### config.mk
export PLATFORM = sky130hd
export DESIGN_NAME = pmx_pin_cfg
export DESIGN_NICKNAME = d
export VERILOG_FILES = /design/src/pmx_pkg.sv /design/src/pmx_pin_cfg.sv
export VERILOG_INCLUDE_DIRS = /design/src
export SDC_FILE = /design/constraint.sdc
export NUM_CORES = 1
export LEC_CHECK = 0
export ABC_AREA = 1
export BUFFER_PORTS_ARGS = -buffer_cell sky130_fd_sc_hd__buf_4
export CORE_MARGIN = 5
export CORE_UTILIZATION = 31
export CTS_BUF_LIST = sky130_fd_sc_hd__clkbuf_8 sky130_fd_sc_hd__clkbuf_16
export CTS_CLUSTER_DIAMETER = 60
export CTS_CLUSTER_SIZE = 20
export DETAILED_ROUTE_END_ITERATION = 10
export PLACE_DENSITY = 0.57
export SLEW_MARGIN = 20
export SYNTH_ARGS = -nofsm -noshare
export SYNTH_HDL_FRONTEND = slang
export SYNTH_SLANG_ARGS = --single-unit
### constraint.sdc
create_clock -name clk_sys_i -period 6.2 [get_ports clk_sys_i]
set_clock_uncertainty 0.15 [all_clocks]
set_input_delay 0.62 -clock clk_sys_i [delete_from_list [all_inputs] [get_ports clk_sys_i]]
set_output_delay 0.62 -clock clk_sys_i [all_outputs]
set_load 0.05 [all_outputs]
### src/pmx_defs.svh
// Purpose: Register indices, field positions, masks and reset values
// Assumes: Eight-bit registers, one per word index on the register port
// Notes: Indices are dense from zero; anything at 32 or above is unmapped
`ifndef PMX_DEFS_SVH
`define PMX_DEFS_SVH

// ==========================================================
// Register indices
`define PMX_REG_CNT 32
`define PMX_DRV_BASE 5'h00
`define PMX_DRV3 5'h03
`define PMX_SUPPLY 5'h04
`define PMX_OSEL_BASE 5'h05
`define PMX_OSEL_D1 5'h0c
`define PMX_OSEL_E1 5'h0e
`define PMX_OSEL_J0 5'h13
`define PMX_ISEL_BASE 5'h14
`define PMX_ISEL_TCK 5'h14
`define PMX_ISEL_SER 5'h15
`define PMX_ISEL_RX 5'h17
`define PMX_DIR_BASE 5'h18
`define PMX_DIR_D 5'h1b
`define PMX_DIR_J 5'h1f

// ==========================================================
// Implemented-bit masks
`define PMX_MASK_FULL 8'hff
`define PMX_MASK_DRV3 8'h3f
`define PMX_MASK_SUPPLY 8'h03
`define PMX_MASK_OSEL_D1 8'h3f
`define PMX_MASK_OSEL_J0 8'h0f
`define PMX_MASK_ISEL_TCK 8'h7f
`define PMX_MASK_ISEL_SER 8'h7f
`define PMX_MASK_ISEL_RX 8'h03
`define PMX_MASK_DIR_D 8'h7f
`define PMX_MASK_DIR_J 8'h03

// ==========================================================
// Reset values and field positions
`define PMX_CFG_RST 8'h00
`define PMX_DIR_RST 8'hff
`define PMX_SUPPLY_SRC_BIT 1
`define PMX_PORT_E_PIN4_LSB 0
`define PMX_PORT_E_PIN4_AUX_CODE 2'h3

`endif

### src/pmx_pkg.sv
// Purpose: Types shared by the pin configuration block
// Assumes: Nothing beyond the defs header
// Notes: Each cycle that a bus strobe is high counts as one transfer
package pmx_pkg;
   typedef logic [7:0] pmx_byte_t;
   typedef logic [1:0] pmx_lvl_t;

   typedef struct packed {
      logic [7:0] addr;
      logic [7:0] wdata;
      logic wr;
      logic rd;
   } pmx_bus_s;

   typedef struct packed {
      logic push_pull;
      pmx_lvl_t drive;
   } pmx_pin_s;
endpackage

### src/pmx_pin_cfg.sv
// Purpose: Drive level, port supply, pin function and direction registers
// Assumes: Single clock, synchronous active-high reset, plain register port
// Notes: Pin outputs follow the registers with one cycle of latency
//
// Summary of operation
// - Two-bit drive field: level 0 to 3
// - Register 0 fields: ports A and B
// - Register 1 fields: ports C and D
// - Register 2 fields: ports E and F
// - Register 3: G, J; top bits zero
// - Supply upper bit picks aux supply
// - Supply register bits 7..2 read zero
// - Aux needs PE4 function and 1x
// - Supply only for digital pins, except reset
// - Output selects per port, input routes
// - Drive level acts only on push-pull
// - Direction resets to one, input
`timescale 1ns/1ps
`include "pmx_defs.svh"

module pmx_pin_cfg
(
   input wire logic clk_sys_i,
   input wire logic rst_i,
   input wire pmx_pkg::pmx_bus_s bus_i,
   output logic [7:0] rdata_o,
   input wire logic [3:0] pe_digital_i,
   output pmx_pkg::pmx_pin_s [63:0] pin_o,
   output logic [3:0] pe_aux_supply_o,
   output logic rst_dbg_aux_o,
   output logic [14:0][7:0] out_sel_o,
   output logic [3:0][7:0] in_route_o,
   output logic [7:0][7:0] dir_o
);
   import pmx_pkg::*;

   // ==========================================================
   // Decode helpers
   pmx_byte_t regs [`PMX_REG_CNT];
   logic mapped;
   logic [4:0] idx;

   function automatic pmx_byte_t reg_mask(input logic [4:0] i);
      pmx_byte_t m;
      m = `PMX_MASK_FULL;
      case (i)
         `PMX_DRV3: m = `PMX_MASK_DRV3;
         `PMX_SUPPLY: m = `PMX_MASK_SUPPLY;
         `PMX_OSEL_D1: m = `PMX_MASK_OSEL_D1;
         `PMX_OSEL_J0: m = `PMX_MASK_OSEL_J0;
         `PMX_ISEL_TCK: m = `PMX_MASK_ISEL_TCK;
         `PMX_ISEL_SER: m = `PMX_MASK_ISEL_SER;
         `PMX_ISEL_RX: m = `PMX_MASK_ISEL_RX;
         `PMX_DIR_D: m = `PMX_MASK_DIR_D;
         `PMX_DIR_J: m = `PMX_MASK_DIR_J;
         default: m = `PMX_MASK_FULL;
      endcase
      return m;
   endfunction

   function automatic pmx_byte_t reg_reset(input logic [4:0] i);
      pmx_byte_t r;
      r = `PMX_CFG_RST;
      if (i >= `PMX_DIR_BASE)
      begin
         r = `PMX_DIR_RST & reg_mask(i);
      end
      return r;
   endfunction

   assign idx = bus_i.addr[4:0];
   assign mapped = (bus_i.addr[7:5] == 3'h0);

   // ==========================================================
   // Register writes
   // Masking on write keeps missing bits at zero for all readers
   always_ff @(posedge clk_sys_i)
   begin
      if (rst_i)
      begin
         for (int i = 0; i < `PMX_REG_CNT; i++)
         begin
            regs[i] <= reg_reset(5'(i));
         end
      end
      else if (bus_i.wr && mapped)
      begin
         regs[idx] <= bus_i.wdata & reg_mask(idx);
      end
   end

   // ==========================================================
   // Register reads
   // Data stands for one cycle only; unmapped reads give zero
   always_ff @(posedge clk_sys_i)
   begin
      if (rst_i)
      begin
         rdata_o <= 8'h00;
      end
      else if (bus_i.rd && mapped)
      begin
         rdata_o <= regs[idx] & reg_mask(idx);
      end
      else
      begin
         rdata_o <= 8'h00;
      end
   end

   // ==========================================================
   // Function selects and input routes
   genvar s;
   generate
      for (s = 0; s < 15; s++)
      begin : g_osel
         assign out_sel_o[s] = regs[`PMX_OSEL_BASE + 5'(s)];
      end
      for (s = 0; s < 4; s++)
      begin : g_isel
         assign in_route_o[s] = regs[`PMX_ISEL_BASE + 5'(s)];
      end
      for (s = 0; s < 8; s++)
      begin : g_dir
         assign dir_o[s] = regs[`PMX_DIR_BASE + 5'(s)];
      end
   endgenerate

   // ==========================================================
   // Per-pin drive level
   // Ports A..G then J; each drive register covers two ports
   genvar g;
   pmx_pin_s [63:0] next_pin;
   generate
      for (g = 0; g < 64; g++)
      begin : g_pin
         localparam int PORT = g / 8;
         localparam int PIN = g % 8;
         localparam logic [4:0] DRV_IDX =
            `PMX_DRV_BASE + 5'(PORT / 2);
         localparam logic [4:0] DIR_IDX =
            `PMX_DIR_BASE + 5'(PORT);
         localparam int POS = ((PORT % 2) * 2 + PIN / 4) * 2;
         pmx_byte_t vmask;
         logic valid;
         logic next_pp;

         // Missing pins (D7, J2..J7) are never push-pull
         assign vmask = reg_mask(DIR_IDX);
         assign valid = vmask[PIN];
         assign next_pp = valid & ~regs[DIR_IDX][PIN];
         assign next_pin[g].push_pull = next_pp;
         assign next_pin[g].drive = next_pp ? regs[DRV_IDX][POS +: 2]
                                            : 2'h0;
      end
   endgenerate

   // One register for all pins keeps a single driver on the port
   always_ff @(posedge clk_sys_i)
   begin
      if (rst_i)
      begin
         pin_o <= '0;
      end
      else
      begin
         pin_o <= next_pin;
      end
   end

   // ==========================================================
   // Port E low-nibble supply
   logic aux_sel;

   // Lower field bit is a don't-care; port E pin 4 must carry aux input
   assign aux_sel = regs[`PMX_SUPPLY][`PMX_SUPPLY_SRC_BIT] &&
      (regs[`PMX_OSEL_E1][`PMX_PORT_E_PIN4_LSB +: 2] ==
       `PMX_PORT_E_PIN4_AUX_CODE);

   always_ff @(posedge clk_sys_i)
   begin
      if (rst_i)
      begin
         pe_aux_supply_o <= 4'h0;
         rst_dbg_aux_o <= 1'b0;
      end
      else
      begin
         pe_aux_supply_o <= {4{aux_sel}} & pe_digital_i;
         rst_dbg_aux_o <= aux_sel;
      end
   end
endmodule

==> metrics <==
part of the Yosys area used for sequential elements 0.680; clock transition at the registers of the reported paths 0.07 ns; FF-to-FF Start regs[27][4]; Die X 242 um; Fillers 5,304; Sw Ratio 0.313; Worst path max stage delay 0.94 ns; FP Rows 85; initial antenna violation count 6; H-tree Lvls 2; worst setup path start bus_i[10]; worst relative slew slack 0.224; Mapped Avg Cell Area 9.81 um^2; DP Worst Slack 2.21 ns; worst setup margin 2.79 ns; fin crit period 3.41 ns; number of nets in the layout 2,149; DRT Pass-1 Iters 5; CP Capture Type flop; Non-Filler Instances 2,852; critical path cell sequence buf_4 > inv_2 > nand2_1 > nor2_2 > inv_2 > o21ai_0; fmax 293 MHz; vias in the first global route 13,200; first-pass GRT wire length 92,500 um; CP arrival 3.44 ns; largest buffer count on any clock path 3; wire per inst 22.9 um; Critical Path RT 6.23 ns; Initial Util 0.312; Placer Congestion 0.937; maximum VDD drop 210 uV; Max stage delay cell, worst path o21ai_0; Die H 242 um; final WL 65,400 um; fin crit share 0.550; Mapped Cells 1,704; DP Cell Count 2,780; CTS tree built; GR Overflow Total 0; Routed Antenna Nets 0; Synth cell types 25; Sequential Power Share 0.471; setup bufs post-CTS 0; die area 0.0587 mm^2; num ports 445; worst min-delay path category in -> reg; Leak Pwr 9.56 nW; most frequent CP cell inv_2; Area after DPL 0.0205 mm^2; fin area 0.0219 mm^2; CTS Buf Count 39; cts repair resizes 0; Sink Count 440; Post-Syn Area 0.0167 mm^2; count of final setup violators 0; RSZ-0062 raised after global routing no; share of cells above drive strength 1 0.250; MaxCap Viol Count 0; Buf/Inv on CP 3; post-layout util 0.409; via count 13,800; total negative slack 0 ns; post-DP HPWL 48,200 um; CP Class in -> reg; core area 0.0536 mm^2; Hold Path Origin pe_digital_i[0]; CP startpoint kind input port; CP delay by family, top buffers and inverters; synthesized flop and latch total 440; clock power share 0.377; clk_lat worst skew 0.57 ns; max-slew violation count 0; Worst Max-Slew Pin Slew 1.15 ns; status complete, no violations; DR DRC count 0; largest net degree at the start of global routing 108; switching power total 0.00224 W; Total GRT Usage 0.211; Comb power frac 0.152; Clock Root Buffer clkbuf_16; internal power 0.00491 W; pwr/cell area 326 mW/mm^2; post-cts hold buffer count 0; drt via density 4.84; initial drt markers 1,290; Area growth syn-to-layout 31.0%; synthesis warning total 0; Crit Path Max Fanout 92; Final Hold Violating Endpoints 0; IO Port Bufs 423
[cell families (layout without fill, tap and decap cells)]
group           after synthesis  in the layout  synth area share
compound gates               29             29           0.00936
other cells                   1             53          0.000224
buf+inv                     170            570            0.0486
simple gates               1064           1064             0.262
flops                       440            440             0.680
[stage by stage]
step,power [W],hold WS (ns)
global placement,0.00452,0.399
CTS,0.00720,0.109
detailed placement,0.00452,0.414
floorplan,0.00411,0.346
finish,0.00715,0.126
global route,0.00736,0.129
[power groups by stage]
stage / combinational, W / sequential [W] / clock (W)
2_1_floorplan: 0.000288 / 0.00382 / 0
3_3_place_gp: 0.00108 / 0.00343 / 0
3_5_place_dp: 0.00109 / 0.00343 / 0
4_1_cts: 0.00109 / 0.00337 / 0.00274
5_1_grt: 0.00114 / 0.00338 / 0.00285
6_report: 0.00109 / 0.00337 / 0.00269
[worst paths after layout]
check | endpoint | slack, ns | cells after the start
worst max-delay path | regs[30][1] | 2.79 | 6
worst min-delay path | pe_aux_supply_o[0] | 0.13 | 3
worst max register to register | rdata_o[4] | 4.43 | 10
worst min register to register | pin_o[65] | 0.42 | 1
[cell type report]
class,instances,area (um^2),area share
diodes,3,7.51,0.000343
well taps,696,871,0.0398
multi-input cells,1143,4720,0.216
flip-flops and latches,440,11400,0.519
clock inverters,28,384,0.0175
inverters,67,254,0.0116
clock buffers,41,1030,0.0469
repair buffers,434,3260,0.149
[state kept, by name, summed over array words and instances (netlist names)]
register	count
pe_aux_supply_o	4
pin_o	171
rdata_o	8
regs	256
rst_dbg_aux_o	1
[placed cells by master (no fill, tap or decap)]
cell	n
a22oi_1	2
bufinv_8	1
bufinv_16	3
nand2_4	3
a21oi_2	1
inv_8	5
edfxtp_1	256
nand3_1	34
inv_4	1
nand2_1	593
inv_12	5
nor2_2	7
diode_2	3
clkinv_4	1
nor2_1	269
inv_1	60
clkinvlp_4	1
conb_1	50
o211ai_1	1
nand4_1	24
nor3_1	116
inv_6	8
buf_6	1
inv_2	7
nand3_2	2
nand2_2	7
clkbuf_16	41
nor2_4	9
dfxtp_1	184
a21oi_1	12
o21ai_0	8
o21ai_1	5
buf_4	433
clkinv_8	3
[Yosys cell counts (all sizes together)]
library cell / count / area, um^2
a21oi: 13 / 68.8
a22oi: 2 / 15.0
buf: 69 / 430
clkbuf: 34 / 128
conb: 1 / 3.75
dfxtp: 184 / 3680
edfxtp: 256 / 7690
inv: 67 / 254
nand2: 603 / 2300
nand3: 36 / 190
nand4: 24 / 150
nor2: 285 / 1150
nor3: 116 / 581
o211ai: 1 / 7.51
o21ai: 13 / 65.1
[metal layers]
metal	vias up	global-route usage	share of wire
met5	-	0	0.00063
met4	6	0.0745	0.037
met3	140	0.0579	0.086
met2	729	0.344	0.47
met1	6615	0.271	0.40
li1	6320	-	-
[worst register-to-register path, cell delays in order (launching register included)]
cell,delay [ns]
edfxtp_1,0.57
nand2_1,0.13
nand2_1,0.06
nand2_1,0.05
nand2_1,0.07
nand2_1,0.08
nand2_1,0.10
nor2_1,0.24
nand3_1,0.10
nand2_1,0.07
inv_1,0.03
Note: power is estimated with default switching activity, not from simulation.
